==> src/hw/bors_pkg.sv <==
// Purpose: Shared constants and types for the brown-out reset sequencer.
// Assumes: 100 MHz system clock.
// Notes:   Register offsets are byte addresses of aligned 32-bit words.
package bors_pkg;

    // Clock period in nanoseconds.
    localparam int unsigned CLK_PERIOD_NS      = 10;
    // Oscillator start-up length in oscillator periods.
    localparam int unsigned OSC_STARTUP_PERIODS = 1024;
    // Fail-safe monitor delay, longest figure, in microseconds.
    localparam int unsigned FAILSAFE_DELAY_US  = 900;
    localparam int unsigned FAILSAFE_CYCLES    = (FAILSAFE_DELAY_US * 1000) / CLK_PERIOD_NS;
    // One millisecond in clock cycles, base of the power-up delay.
    localparam int unsigned MS_NS              = 1000000;
    localparam int unsigned MS_CYCLES          = MS_NS / CLK_PERIOD_NS;
    // Timer widths.
    localparam int unsigned DLY_W              = 25;
    localparam int unsigned OST_W              = 11;

    // Register byte offsets.
    localparam logic [3:0] CFG_OFS   = 4'h0;
    localparam logic [3:0] CAUSE_OFS = 4'h4;
    localparam logic [3:0] STAT_OFS  = 4'h8;

    // Configuration field positions.
    localparam int unsigned CFG_OSEL_LSB  = 0;
    localparam int unsigned CFG_PMODE_LSB = 4;
    localparam int unsigned CFG_POWERUP_TIMER_LSB  = 8;
    localparam int unsigned CFG_PLL_BIT   = 12;
    localparam int unsigned CFG_XTAL_BIT  = 13;
    localparam int unsigned CAUSE_BOR_BIT = 1;

    // Reset values.
    localparam logic [31:0] CFG_RST   = 32'h0000_0000;
    localparam logic [2:0]  PMODE_OFF = 3'h0;
    localparam logic [1:0]  PRIMARY_DISABLED = 2'h3;

    // Power-up delay codes: 0 none (fail-safe delay with crystal), then 2, 4, 16, 32, 64, 128 ms; 7 also 128 ms.
    localparam logic [2:0] POWERUP_TIMER_ZERO = 3'h0;

    // Sequencer states.
    typedef enum logic [2:0] {
        BORS_IDLE,
        BORS_PULSE,
        BORS_HOLD,
        BORS_DONE
    } bors_state_t;

    // Configuration image carried to the sequencer.
    typedef struct packed {
        logic       xtal;
        logic       pll;
        logic [2:0] powerup_timer_sel;
        logic [1:0] primary_osc_mode;
        logic [2:0] initial_osc_select;
    } bors_cfg_t;

endpackage

==> src/hw/bors_timer.sv <==
// Purpose: Reloadable down-counter that flags expiry.
// Assumes: Synchronous active-low reset.
// Notes:   Used once, for the power-up delay; oscillator start-up has its own tick counter.
`timescale 1ns/1ns
module bors_timer #(
    parameter int unsigned W = 8
) (
    input  wire logic         clk,
    input  wire logic         rst_n,
    input  wire logic         load,
    input  wire logic [W-1:0] value,
    output logic              expired
);

    logic [W-1:0] cnt_q;
    logic         run_q;

    // A load restarts the count; expiry stays high until the next load.
    always_ff @(posedge clk) begin
        if (!rst_n) begin
            cnt_q <= '0;
            run_q <= 1'b0;
        end else if (load) begin
            cnt_q <= value;
            run_q <= 1'b1;
        end else if (run_q && cnt_q != '0) begin
            cnt_q <= cnt_q - 1'b1;
        end
    end

    assign expired = run_q && (cnt_q == '0) && !load;

endmodule

==> src/hw/bors_top.sv <==
// Purpose: Brown-out reset sequencer with Avalon-MM register access.
// Assumes: Detector and oscillator status inputs are synchronous to CLK.
// Notes:   The reset cause register lives in an always-on domain.
//
// Added by the designer: the register addresses and the Avalon-MM register port.
`timescale 1ns/1ns
module bors_top
    import bors_pkg::*;
(
    input  wire logic        CLK,
    input  wire logic        RST_N,
    input  wire logic        BROWNOUT_DET,
    input  wire logic        SLEEP_MODE,
    input  wire logic        IDLE_MODE,
    input  wire logic        OSC_CLK_TICK,
    input  wire logic        PLL_LOCK,
    input  wire logic [3:0]  AVS_ADDRESS,
    input  wire logic        AVS_READ,
    input  wire logic        AVS_WRITE,
    input  wire logic [31:0] AVS_WRITEDATA,
    input  wire logic [3:0]  AVS_BYTEENABLE,
    output logic [31:0]      AVS_READDATA,
    output logic             AVS_WAITREQUEST,
    output logic             DEVICE_RESET,
    output logic             CLOCK_HOLD,
    output logic [2:0]       CLK_SRC_SEL,
    output logic [1:0]       PRIMARY_OSC_SEL,
    output logic             PLL_ENABLE
);

    ////////////////////////////////////////////////////////////////////////////
    // Register bus.

    logic [31:0] cfg_q;
    logic        bor_flag_q;
    logic        bus_ack_q;
    logic [31:0] rdata_q;
    bors_cfg_t   cfg;
    wire         bus_req   = AVS_READ || AVS_WRITE;
    // Writes land only at the edge that accepts them, when waitrequest is low.
    wire         wr_cfg    = AVS_WRITE && bus_ack_q && AVS_ADDRESS == CFG_OFS;
    wire         wr_cause  = AVS_WRITE && bus_ack_q && AVS_ADDRESS == CAUSE_OFS;
    wire         clr_flag  = wr_cause && AVS_BYTEENABLE[0] && AVS_WRITEDATA[CAUSE_BOR_BIT];

    // One assignment feeds the whole configuration image, so it has one driver.
    assign cfg = '{xtal:               cfg_q[CFG_XTAL_BIT],
                   pll:                cfg_q[CFG_PLL_BIT],
                   powerup_timer_sel:           cfg_q[CFG_POWERUP_TIMER_LSB +: 3],
                   primary_osc_mode:   cfg_q[CFG_PMODE_LSB +: 2],
                   initial_osc_select: cfg_q[CFG_OSEL_LSB +: 3]};

    // Every access takes one wait cycle so read data come from a flip-flop.
    // The price is one extra cycle per access, which software never notices.
    assign AVS_WAITREQUEST = bus_req && !bus_ack_q;
    assign AVS_READDATA    = rdata_q;

    ////////////////////////////////////////////////////////////////////////////
    // Sequencer.

    bors_state_t  state_q;
    bors_state_t  state_d;
    logic         ost_done_q;
    logic         dly_done_q;
    logic [DLY_W-1:0] dly_value;
    wire          osc_mode  = cfg.primary_osc_mode != PRIMARY_DISABLED;
    wire          ost_load  = state_q == BORS_PULSE;
    wire          dly_load  = state_q == BORS_PULSE;
    wire          ost_exp;
    wire          dly_exp;
    wire          clock_ok;
    wire          delay_ok;

    // The detector is watched in every power mode, Sleep and Idle included.
    wire          bor_event = BROWNOUT_DET;

    // Power-up delay selection in milliseconds, zero with crystal uses the monitor delay.
    always_comb begin
        case (cfg.powerup_timer_sel)
            3'h1:    dly_value = DLY_W'(2 * MS_CYCLES);
            3'h2:    dly_value = DLY_W'(4 * MS_CYCLES);
            3'h3:    dly_value = DLY_W'(16 * MS_CYCLES);
            3'h4:    dly_value = DLY_W'(32 * MS_CYCLES);
            3'h5:    dly_value = DLY_W'(64 * MS_CYCLES);
            3'h6:    dly_value = DLY_W'(128 * MS_CYCLES);
            3'h7:    dly_value = DLY_W'(128 * MS_CYCLES);
            default: dly_value = cfg.xtal ? DLY_W'(FAILSAFE_CYCLES) : '0;
        endcase
    end

    // Oscillator start-up counts oscillator ticks, not system clocks.
    logic [OST_W-1:0] ost_cnt_q;
    always_ff @(posedge CLK) begin
        if (!RST_N || ost_load) begin
            ost_cnt_q  <= '0;
            ost_done_q <= 1'b0;
        end else if (OSC_CLK_TICK && !ost_done_q) begin
            ost_cnt_q  <= ost_cnt_q + 1'b1;
            ost_done_q <= ost_cnt_q == OST_W'(OSC_STARTUP_PERIODS - 1);
        end
    end

    // Power-up delay counter, concurrent with the clock hold.
    bors_timer #(
        .W       (DLY_W)
    ) u_pwrup (
        .clk     (CLK),
        .rst_n   (RST_N),
        .load    (dly_load),
        .value   (dly_value),
        .expired (dly_exp)
    );
    assign ost_exp = ost_done_q;

    // Clock released after start-up timer when a primary oscillator is on and, with PLL, after lock.
    assign clock_ok = (!osc_mode || ost_exp) && (!cfg.pll || PLL_LOCK);
    assign delay_ok = dly_exp;

    // Next-state logic.
    always_comb begin
        state_d = state_q;
        case (state_q)
            BORS_IDLE:  if (bor_event) state_d = BORS_PULSE;
            BORS_PULSE: if (!bor_event) state_d = BORS_HOLD;
            BORS_HOLD: begin
                if (bor_event)
                    state_d = BORS_PULSE;
                else if (clock_ok && delay_ok)
                    state_d = BORS_IDLE;
            end
            default:    state_d = BORS_IDLE;
        endcase
    end

    always_ff @(posedge CLK) begin
        if (!RST_N) begin
            state_q <= BORS_IDLE;
        end else begin
            state_q <= state_d;
        end
    end

    // Reset stays asserted through the pulse, the hold and the delay.
    assign DEVICE_RESET = state_q != BORS_IDLE;
    assign CLOCK_HOLD   = (state_q == BORS_PULSE) || (state_q == BORS_HOLD && !clock_ok);
    assign CLK_SRC_SEL     = cfg.initial_osc_select;
    assign PRIMARY_OSC_SEL = cfg.primary_osc_mode;
    assign PLL_ENABLE      = cfg.pll;

    ////////////////////////////////////////////////////////////////////////////
    // Registers. The cause flag lives outside the device reset so it survives.

    always_ff @(posedge CLK) begin
        if (!RST_N) begin
            cfg_q      <= CFG_RST;
            bor_flag_q <= 1'b0;
            bus_ack_q  <= 1'b0;
            rdata_q    <= 32'h0000_0000;
        end else begin
            bus_ack_q <= bus_req && !bus_ack_q;
            if (wr_cfg && AVS_BYTEENABLE[0])
                cfg_q[7:0] <= AVS_WRITEDATA[7:0];
            if (wr_cfg && AVS_BYTEENABLE[1])
                cfg_q[15:8] <= AVS_WRITEDATA[15:8];
            // A new brown-out wins over a software clear in the same cycle.
            if (ost_load)
                bor_flag_q <= 1'b1;
            else if (clr_flag)
                bor_flag_q <= 1'b0;
            if (AVS_READ && !bus_ack_q) begin
                case (AVS_ADDRESS)
                    CFG_OFS:   rdata_q <= {16'h0000, cfg_q[15:0]};
                    CAUSE_OFS: rdata_q <= {30'h0, bor_flag_q, 1'b0};
                    STAT_OFS:  rdata_q <= {27'h0, ost_exp, dly_exp, PLL_LOCK,
                                           CLOCK_HOLD, DEVICE_RESET};
                    default:   rdata_q <= 32'h0000_0000;
                endcase
            end
        end
    end
endmodule

==> config.mk <==
export PLATFORM = sky130hd
export DESIGN_NAME = bors_top
export DESIGN_NICKNAME = d
export VERILOG_FILES = /design/src/hw/bors_pkg.sv /design/src/hw/bors_timer.sv /design/src/hw/bors_top.sv
export SDC_FILE = /design/constraint.sdc
export NUM_CORES = 1
export LEC_CHECK = 0
export BUFFER_PORTS_ARGS = -buffer_cell sky130_fd_sc_hd__buf_2
export CAP_MARGIN = 25
export CORE_MARGIN = 2
export CORE_UTILIZATION = 40
export DETAILED_ROUTE_END_ITERATION = 10
export SLEW_MARGIN = 5
export SYNTH_ARGS = -nofsm -noshare
export SYNTH_HDL_FRONTEND = slang
export SYNTH_HIERARCHICAL = 1
export SYNTH_SLANG_ARGS = --single-unit
==> constraint.sdc <==
create_clock -name CLK -period 6.4 [get_ports CLK]
set_clock_uncertainty 0.05 [all_clocks]
set_input_delay 0.32 -clock CLK [delete_from_list [all_inputs] [get_ports CLK]]
set_output_delay 0.32 -clock CLK [all_outputs]
set_load 0.01 [all_outputs]
# --- Word level (Yosys, flattened, before mapping) ---
# Index checks and enable logic that the tools add are counted.
classes:
  bitwise_logic: 0
  mul: 0
  n_lt_le_gt_ge: 0
  mux: 12
  n_div: 0
  add_sub_neg: 2
  shift: 0
  n_eq_ne: 16
  n_reduce_logical: 37
op_table:
  columns: ["cell", "count"]
  rows:
  - ["24-bit case mux with 6 select lines", 1]
  - ["25-bit two-way mux", 2]
  - ["16-bit case mux with 3 select lines", 1]
  - ["25-bit zero test", 1]
  - ["25-bit nonzero test", 1]
  - ["25-bit by 1-bit subtractor with 25-bit output (second input constant)", 1]
  - ["17-bit two-way mux", 1]
  - ["1-bit logical AND", 16]
  - ["3-bit == test (second input constant)", 4]
  - ["3-bit two-way mux", 4]
  - ["11-bit by 1-bit adder with 11-bit output (second input constant)", 1]
  - ["11-bit by 10-bit == test with 1-bit output (second input constant)", 1]
  - ["3-bit by 2-bit == test with 1-bit output (second input constant)", 3]
  - ["3-bit case mux with 3 select lines", 1]
  - ["1-bit zero test", 7]
  - ["3-bit by 1-bit == test with 1-bit output (second input constant)", 2]
  - ["2-bit inequality test (second input constant)", 3]
  - ["1-bit logical OR", 5]
  - ["4-bit by 3-bit == test with 1-bit output (second input constant)", 1]
  - ["4-bit == test (second input constant)", 1]
  - ["4-bit zero test", 1]
  - ["2-bit nonzero test", 2]
  - ["3-bit zero test", 1]
  - ["3-bit inequality test (second input constant)", 1]
  - ["other kinds (4)", 5]
totals:
  rom_bits: 0
  out_inout_bits: 41
  input_bits: 49
  register_bits: 91
  n_memories: 0
  wordCells: 77
  ram_bits: 0
  latch_bits: 0

# --- Longest topological paths before layout ---
# Gate-level depths: netlist of the first run.
logic_depth:
  depth_word: 8
  depth_mapped: 9

# --- Cells and area by module ---
# Netlist of the first run, hierarchy kept.
by_module_without_submodules:
  columns: ["module", "cells_each", "area_per_inst_um2", "instances"]
  rows:
  - ["bors_top", 268, 2279.7, 1]
  - ["bors_timer", 197, 1619.1, 1]

# --- Worst setup path after synthesis of the first run ---
# OpenSTA, ideal clock, no wires.
synth_timing:
  path_type: "reg-to-reg"
  startpoint: "register u_pwrup.cnt_q[0]"
  endpoint: "register u_pwrup.cnt_q[0]"
  n_path_buf: 1
  stages_incl_launch_ff: 9
  period_less_slack_ns: 2.184
  t_arrival_ns: 2.017
  required_time_ns: 6.234
  setup_slack_ns: 4.216
  path_cell_list: "dfxtp_1 > inv_1 > ha_1 > or3b_2 > buf_2 > nor4b_4 > a21boi_1 > xnor2_1 > o211a_1"
synth_between:
  elab_chain_cells: 3
synth_rtl:
  columns: ["item", "line_no", "source"]
  rows:
  - ["start, declared", "bors_timer.sv:15", "logic [W-1:0] cnt_q;"]
  - ["start signal, assigned", "bors_timer.sv:24", "cnt_q <= value;"]
  - ["start signal, assigned", "bors_timer.sv:27", "cnt_q <= cnt_q - 1'b1;"]
  - ["25-bit by 1-bit subtractor with 25-bit output or 25-bit nonzero test (tied branches)", "bors_timer.sv:27, bors_timer.sv:26", null]
  - ["25-bit two-way mux or 1-bit logical AND (tied branches)", "bors_timer.sv:26", "end else if (run_q && cnt_q != '0) begin"]
  - ["25-bit two-way mux or 2-bit nonzero test (tied branches)", null, null]
# Several ways; a longest one is shown, not always the timed one. The select of a mux whose other input is x is not followed.
# A chain may end at the register's enable or synchronous reset.

# --- Worst setup path after layout of the first run ---
layout_timing:
  startpoint: "register u_pwrup.cnt_q[15]"
  endpoint: "register u_pwrup.cnt_q[0]"
layout_between:
  elab_chain_cells: 3
layout_rtl:
  columns: ["item", "line_no"]
  rows:
  - ["25-bit nonzero test", "bors_timer.sv:26"]
  - ["1-bit logical AND", "bors_timer.sv:26"]
  - ["2-bit nonzero test (no line)", null]
# Every way passes these cells.

==> results of run 1 <==
==> metal layers <==
layer | part of all wire [%] | up-vias
li1 | - | 1701
met1 | 48 | 1587
met2 | 44 | 84
met3 | 6.7 | 8
met4 | 1.2 | 0
met5 | 0 | -
==> path summary, 6_finish.rpt <==
check	from	endpoint	slack, ns	cells after the start
setup / recovery	u_pwrup/cnt_q[15]	u_pwrup/cnt_q[0]	3.75	5
hold / removal	BROWNOUT_DET	state_q[1]	0.10	2
setup reg to reg	u_pwrup/cnt_q[15]	u_pwrup/cnt_q[0]	3.75	5
hold reg to reg	AVS_READDATA[5]	AVS_READDATA[5]	0.41	2
==> sequential cells by signal (all words and copies together) (netlist names) <==
name	flops
cfg_q	16
AVS_READDATA	16
state_q	2
bor_flag_q	1
bus_ack_q	1
u_pwrup/cnt_q	25
ost_cnt_q	11
ost_done_q	1
u_pwrup/run_q	1
==> logic make-up after synthesis <==
group / Yosys count / share of synthesized area, %
buffers and inverters: 61 / 8.28
and+or+nand+nor: 167 / 23.2
xor gates and xnor gates: 25 / 5.62
adders and majority gates: 3 / 0.963
DFF: 74 / 38.0
muxes: 20 / 5.23
AOI/OAI and AO/OA: 114 / 18.6
other: 1 / 0.0962
==> stage by stage <==
| step | setup slack [ns] | util (%) | hold slack [ns] |
|---|---|---|---|
| CTS | 3.75 | 45.7 | 0.0863 |
| global placement | 3.80 | 43.1 | 0.388 |
| global route | 3.61 | 46.0 | 0.0817 |
| floorplan | 4.22 | - | 0.348 |
| finish | 3.75 | 46.0 | 0.101 |
| detailed placement | 3.77 | 43.1 | 0.393 |
==> report_power, final <==
part	internal (W)	total (W)	switching, W
Combinational	0.0000609	0.000165	0.000104
Sequential	0.000476	0.000496	0.0000199
Clock	0.000260	0.000447	0.000186
Total	0.000797	0.00111	0.000310
==> placed cells by master (no fill, tap or decap), drive strengths merged, types with 2 or more instances in the layout <==
| master | Yosys | routed |
|---|---|---|
| or2 | 2 | 2 |
| o21ai | 27 | 27 |
| nand4 | 8 | 8 |
| conb | 1 | 22 |
| nand3 | 23 | 23 |
| and3 | 3 | 3 |
| inv | 11 | 11 |
| nand2b | 5 | 5 |
| nand2 | 31 | 31 |
| xor2 | 5 | 5 |
| nor3 | 11 | 11 |
| or3 | 5 | 5 |
| a211oi | 11 | 11 |
| a2111o | 2 | 2 |
| buf | 30 | 55 |
| nor4b | 5 | 5 |
| or4 | 2 | 2 |
| mux2i | 17 | 17 |
| xnor2 | 20 | 20 |
| a21boi | 4 | 4 |
| a2111oi | 6 | 6 |
| nor2 | 47 | 47 |
| mux2 | 3 | 3 |
| clkinv | 1 | 3 |
| nor2b | 5 | 5 |
| ha | 3 | 3 |
| a22oi | 6 | 6 |
| and4 | 3 | 3 |
| clkbuf | 19 | 11 |
| nand3b | 2 | 2 |
| a21o | 2 | 2 |
| nor4 | 10 | 10 |
| a21oi | 41 | 41 |
| a22o | 4 | 4 |
| dfxtp | 74 | 74 |
| bufinv | 0 | 3 |
==> worst max-delay path: stages (launching register included) <==
cell and delay (ns):
dfxtp_1 0.34, nor4_1 0.70, and3_1 0.72, a21boi_1 0.32
xnor2_1 0.20, o211a_1 0.21
==> layout make-up <==
type	instances	area (sq um)	area share, %
Clock buffer	10	128	2.89
Clock inverter	6	115	2.61
Inverter	12	45.0	1.02
Multi-Input combinational cell	351	2170	49.2
Sequential cell	74	1480	33.6
Tap cell	133	166	3.77
Timing Repair Buffer	56	305	6.92
==> PnR_summary.wiki, run 1 <==
{| class="wikitable"
! Metric !! Value
|-
| Post-route total power || 0.00111 W
|-
| Max Clock Freq || 377 MHz
|-
| Measured slew at the worst slew-check pin || 1.05 ns
|-
| Hold buffers post-CTS || 0
|-
| Level count of the clock H-tree || 3
|-
| Placed inst area || 4140 sq um
|-
| Crit path time final || 2.65 ns
|-
| Via count of the first global-routing pass || 3,133
|-
| Synthesized instance count || 465
|-
| Starting density of the core || 40.6%
|-
| Post-synthesis cell area || 3900 sq um
|-
| Post-synth EDFFs || 0
|-
| Met2 Usage GRT || 27.0%
|-
| Global-route layer with the greatest usage || met2
|-
| Gates resized, CTS repair || 0
|-
| First-pass GRT wire length || 15,000 um
|-
| Drt pass-1 iters || 4
|-
| Met1 global-route usage || 24.2%
|-
| Clock latency on the worst-skew pair || 0.35 ns
|-
| WP data arrival || 2.85 ns
|-
| Share of layout cells above drive strength 1 || 16.7%
|-
| Leakage power of the design || 1.67 nW
|-
| Most frequent cells after synthesis || dfxtp_1 (74), nor2_1 (47), a21oi_1 (41)
|-
| FF+latch count, synth || 74
|-
| Worst vdd ir || 133 uV
|-
| Initial antenna violation count || 0
|-
| Global-route total usage across every layer || 17.8%
|-
| Worst rel slew slack || 29.1%
|-
| CTS tree || done
|-
| Clock transition time at the flip-flop clock pins of the worst setup and hold paths || 0.08 ns
|-
| DP HPWL || 6120 um
|-
| Cell with the most instances after synthesis || dfxtp_1
|-
| Proportion of netlist area held by the largest area contributor || 38.0%
|-
| Routed WL per cell || 14.1 um
|-
| Setup fix buffers added after clock tree synthesis || 0
|-
| Total power divided by cell area || 251 nW/um^2
|-
| Startpoint Class || flop
|-
| Num Clock Sinks || 74
|-
| Ant diodes || 0
|-
| Die extent in x || 103 um
|-
| Buffer type at the clock tree root || clkbuf_8
|-
| Filler Cell Count || 948
|-
| Count of distinct cell types in the synthesized netlist || 60
|-
| Placement row count || 36
|-
| Category of the most critical setup path || flop to flop
|-
| Wire length after detailed routing || 9040 um
|-
| Library cell with the largest summed area after synthesis || dfxtp_1
|-
| Share of async-settable or async-resettable flops after synthesis || 0%
|-
| Final TNS setup || 0 ns
|-
| Portion of the clock cycle consumed by the worst path in the final layout || 41.5%
|-
| Status || finished clean
|-
| I/O pin count || 90
|-
| Top area cells in the synthesized netlist || dfxtp_1 (38%), a21oi_1 (5.3%), nor2_1 (4.5%)
|-
| Count of routing violations after the opening detailed-route iteration || 134
|-
| Post-DR vias/cell || 5.26
|-
| Max-slew violation total from the final report || 0
|-
| Met3 capacity usage during global routing || 4.68%
|-
| Required time of the critical path || 6.60 ns
|-
| Die Y-Extent || 103 um
|-
| Crit. End Element || flop
|-
| Final setup violation count || 0
|-
| Count of warnings emitted by yosys || 6
|-
| Max-cap check violation count || 0
|-
| DRC errors left || 0
|-
| Worst-path maximum fanout || 18
|-
| Standard cell core area || 9590 sq um
|-
| Vias after detailed routing || 3,380
|-
| Residual antenna-violating net count after detailed routing || 0
|-
| Remaining Overflow, GRT || 0
|-
| IO buf count || 53
|-
| RSZ-0062 raised after global routing || no
|-
| Leading register cell type out of synthesis || dfxtp_1
|-
| Post-placement cell count || 624
|-
| Die outline area || 10,600 sq um
|-
| Part of the Yosys area used for sequential elements || 38.0%
|-
| Worst Hold Class || primary input to flop
|-
| Post-route insts no fill || 642
|-
| Number of buffers created by CTS || 9
|-
| Post-route cell area || 4410 sq um
|-
| Mean area per synthesized cell || 8.38 sq um
|-
| Final-report hold violation count || 0
|-
| Maximum number of pins on one net before global-route repair || 36
|-
| Gp weighted congestion || 0.824
|-
| Net total in the final layout || 556
|-
| Clock Path Buffers || 2
|-
| Area Growth Syn to Fin || 13.2%
|}
(Power assumes the default switching activity.)
==> inputs of run 2 (changes only) <==
- clock period: 6.4 -> 2.75 ns (I/O delays scaled with it)
==> run 2 against run 1 <==
- clock power grew 110%
- final cell count grew 4.2%
- combinational power grew to 2.6 times the previous value
- critical path depth grew 3
- flip-flop and latch count is the same
- sequential share of layout area shrank 1.5 points
- total power grew 130%
- register-to-register slack lost 3.2 ns
- highest routed layer unchanged
- clock-buffer cell count shrank 1
- via count grew 2.4%
- worst hold slack lost 0.056 ns
==> PnR_summary.wiki, run 2 (synthesis gave the netlist of run 1 again) <==
{| class="wikitable"
! Metric !! Value
|-
| Area Growth Syn to Fin || 18.5%
|-
| Net switching power || 0.000718 W
|-
| Worst r2r dst || u_pwrup/cnt_q[0]
|-
| Max-cap check violation count || 0
|-
| I/O pin count || 90
|-
| Hold buffers post-CTS || 17
|-
| Share of layout cells above drive strength 1 || 17.9%
|-
| Post-route insts no fill || 669
|-
| Global-route layer with the greatest usage || met2
|-
| Routed WL per cell || 13.7 um
|-
| Required time of the critical path || 2.93 ns
|-
| Sequential share of power || 45.6%
|-
| Internal power || 0.00180 W
|-
| Buffer type at the clock tree root || clkbuf_8
|-
| Final setup violation count || 0
|-
| CTS tree || done
|-
| Initial antenna violation count || 0
|-
| Largest register by flop count || u_pwrup/cnt_q
|-
| Worst vdd ir || 235 uV
|-
| Level count of the clock H-tree || 3
|-
| Remaining Overflow, GRT || 0
|-
| Via count of the first global-routing pass || 3,209
|-
| Commonest non-fill, non-tap cell in the layout || dfxtp_1
|-
| DRC errors left || 0
|-
| Met2 Usage GRT || 28.1%
|-
| Post-route total power || 0.00252 W
|-
| Count of routing violations after the opening detailed-route iteration || 147
|-
| Vias after detailed routing || 3,461
|-
| Die outline area || 10,600 sq um
|-
| Category of the most critical setup path || flop to flop
|-
| Gates resized, CTS repair || 0
|-
| Flop2flop setup slack || 0.50 ns
|-
| Die Y-Extent || 103 um
|-
| Combinational Power Share || 17.2%
|-
| Post-DR vias/cell || 5.17
|-
| Net total in the final layout || 584
|-
| WP data arrival || 2.43 ns
|-
| Worst-path maximum fanout || 8
|-
| DP HPWL || 6390 um
|-
| Ant diodes || 0
|-
| Filler Cell Count || 944
|-
| Gp weighted congestion || 0.814
|-
| Maximum number of pins on one net before global-route repair || 34
|-
| Crit. End Element || flop
|-
| Minimum hold slack || 0.0450 ns
|-
| Residual antenna-violating net count after detailed routing || 0
|-
| Clock transition time at the flip-flop clock pins of the worst setup and hold paths || 0.08 ns
|-
| Measured slew at the worst slew-check pin || 0.907 ns
|-
| Met1 global-route usage || 23.8%
|-
| Clock latency on the worst-skew pair || 0.35 ns
|-
| Starting density of the core || 40.6%
|-
| Number of cells traversed by the worst register-to-register path || 8
|-
| Crit path time final || 2.25 ns
|-
| Number of buffers created by CTS || 9
|-
| Launching point of the worst reg2reg path || u_pwrup/cnt_q[0]
|-
| Highest-count cells in the layout ignoring fill and taps || dfxtp_1 (74), buf_2 (53), nor2_1 (47)
|-
| Standard cell core area || 9590 sq um
|-
| Endpoint of the most critical setup path || u_pwrup/cnt_q[0]
|-
| Post-placement cell count || 637
|-
| Clock power share || 37.1%
|-
| Die extent in x || 103 um
|-
| Max-slew violation total from the final report || 0
|-
| Met3 capacity usage during global routing || 4.34%
|-
| Worst rel slew slack || 38.6%
|-
| Area occupied by registers || 1480 sq um
|-
| Worst Hold Class || primary input to flop
|-
| Status || finished clean
|-
| Area of the multi-input gates || 2170 sq um
|-
| Setup fix buffers added after clock tree synthesis || 0
|-
| Drt pass-1 iters || 4
|-
| Final-report hold violation count || 0
|-
| Clock Path Buffers || 2
|-
| IO buf count || 53
|-
| Max Clock Freq || 445 MHz
|-
| Final TNS setup || 0 ns
|-
| Global-route total usage across every layer || 17.7%
|-
| Leakage power of the design || 1.78 nW
|-
| First-pass GRT wire length || 14,900 um
|-
| Switching Fraction || 28.5%
|-
| Max reg flops || 25
|-
| Total power divided by cell area || 545 nW/um^2
|-
| Placement row count || 36
|-
| Startpoint Class || flop
|-
| RSZ-0062 raised after global routing || no
|-
| Wire length after detailed routing || 9150 um
|-
| Portion of the clock cycle consumed by the worst path in the final layout || 81.7%
|-
| Num Clock Sinks || 74
|-
| Beginning of the critical path || u_pwrup/cnt_q[0]
|}
-- run 2: cell types whose count changed in the layout (fill, tap and decap cells not counted), sizes merged --
| cell | before | now |
|---|---|---|
| inv | 11 | 12 |
| dlygate4sd3 | 0 | 17 |
| bufinv | 3 | 2 |
| clkinvlp | 1 | 0 |
| clkinv | 3 | 4 |
| clkbuf | 11 | 9 |
| buf | 55 | 67 |
-- run 2: worst min-delay path by stage --
stage                            start          to  slack, ns  cells past startpoint
after floorplan           BROWNOUT_DET  state_q[1]       0.17                      1
after CTS                    AVS_WRITE   bus_ack_q       0.03                      3
after detailed placement  BROWNOUT_DET  state_q[1]       0.28                      2
final                        AVS_WRITE   bus_ack_q       0.04                      3
after global placement    BROWNOUT_DET  state_q[1]       0.27                      2
after global routing          AVS_READ   bus_ack_q       0.05                      3
-- run 2: power groups by stage --
| stage | clock [W] | sequential (W) | combinational (W) |
|---|---|---|---|
| after floorplan | 0 | 0.00117 | 0.000307 |
| after global placement | 0 | 0.00117 | 0.000404 |
| after detailed placement | 0 | 0.00117 | 0.000407 |
| after CTS | 0.000960 | 0.00115 | 0.000429 |
| after global routing | 0.00100 | 0.00116 | 0.000481 |
| final | 0.000936 | 0.00115 | 0.000434 |
-- run 2: area by class of cell --
cell class / count / share of cell area (%)
clock buffer: 9 / 2.68
timing repair buffer: 84 / 11.7
tap: 133 / 3.60
clock inverter: 6 / 1.98
sequential: 74 / 32.1
inverter: 12 / 0.975
multi-input combinational: 351 / 47.0
-- run 2: per-layer routing --
layer / vias up / wire, um
li1: 1760 / -
met1: 1629 / 4470
met2: 64 / 4230
met3: 8 / 372
met4: 0 / 76
met5: - / 0
-- run 2: worst max-delay path, stage by stage (launching register included) --
cell	delay (ns)
dfxtp_1	0.33
inv_1	0.12
ha_1	0.15
or3b_2	0.53
nor4b_4	0.23
buf_4	0.19
a21boi_1	0.16
xnor2_1	0.17
o211a_1	0.21
-- run 2: stage by stage --
stage / area (sq um) / setup slack, ns / util (%)
after floorplan: 3980 / 0.566 / -
final: 4620 / 0.503 / 48.2
after CTS: 4620 / 0.498 / 48.2
after global routing: 4620 / 0.303 / 48.2
after detailed placement: 4240 / 0.514 / 44.2
after global placement: 4240 / 0.549 / 44.2
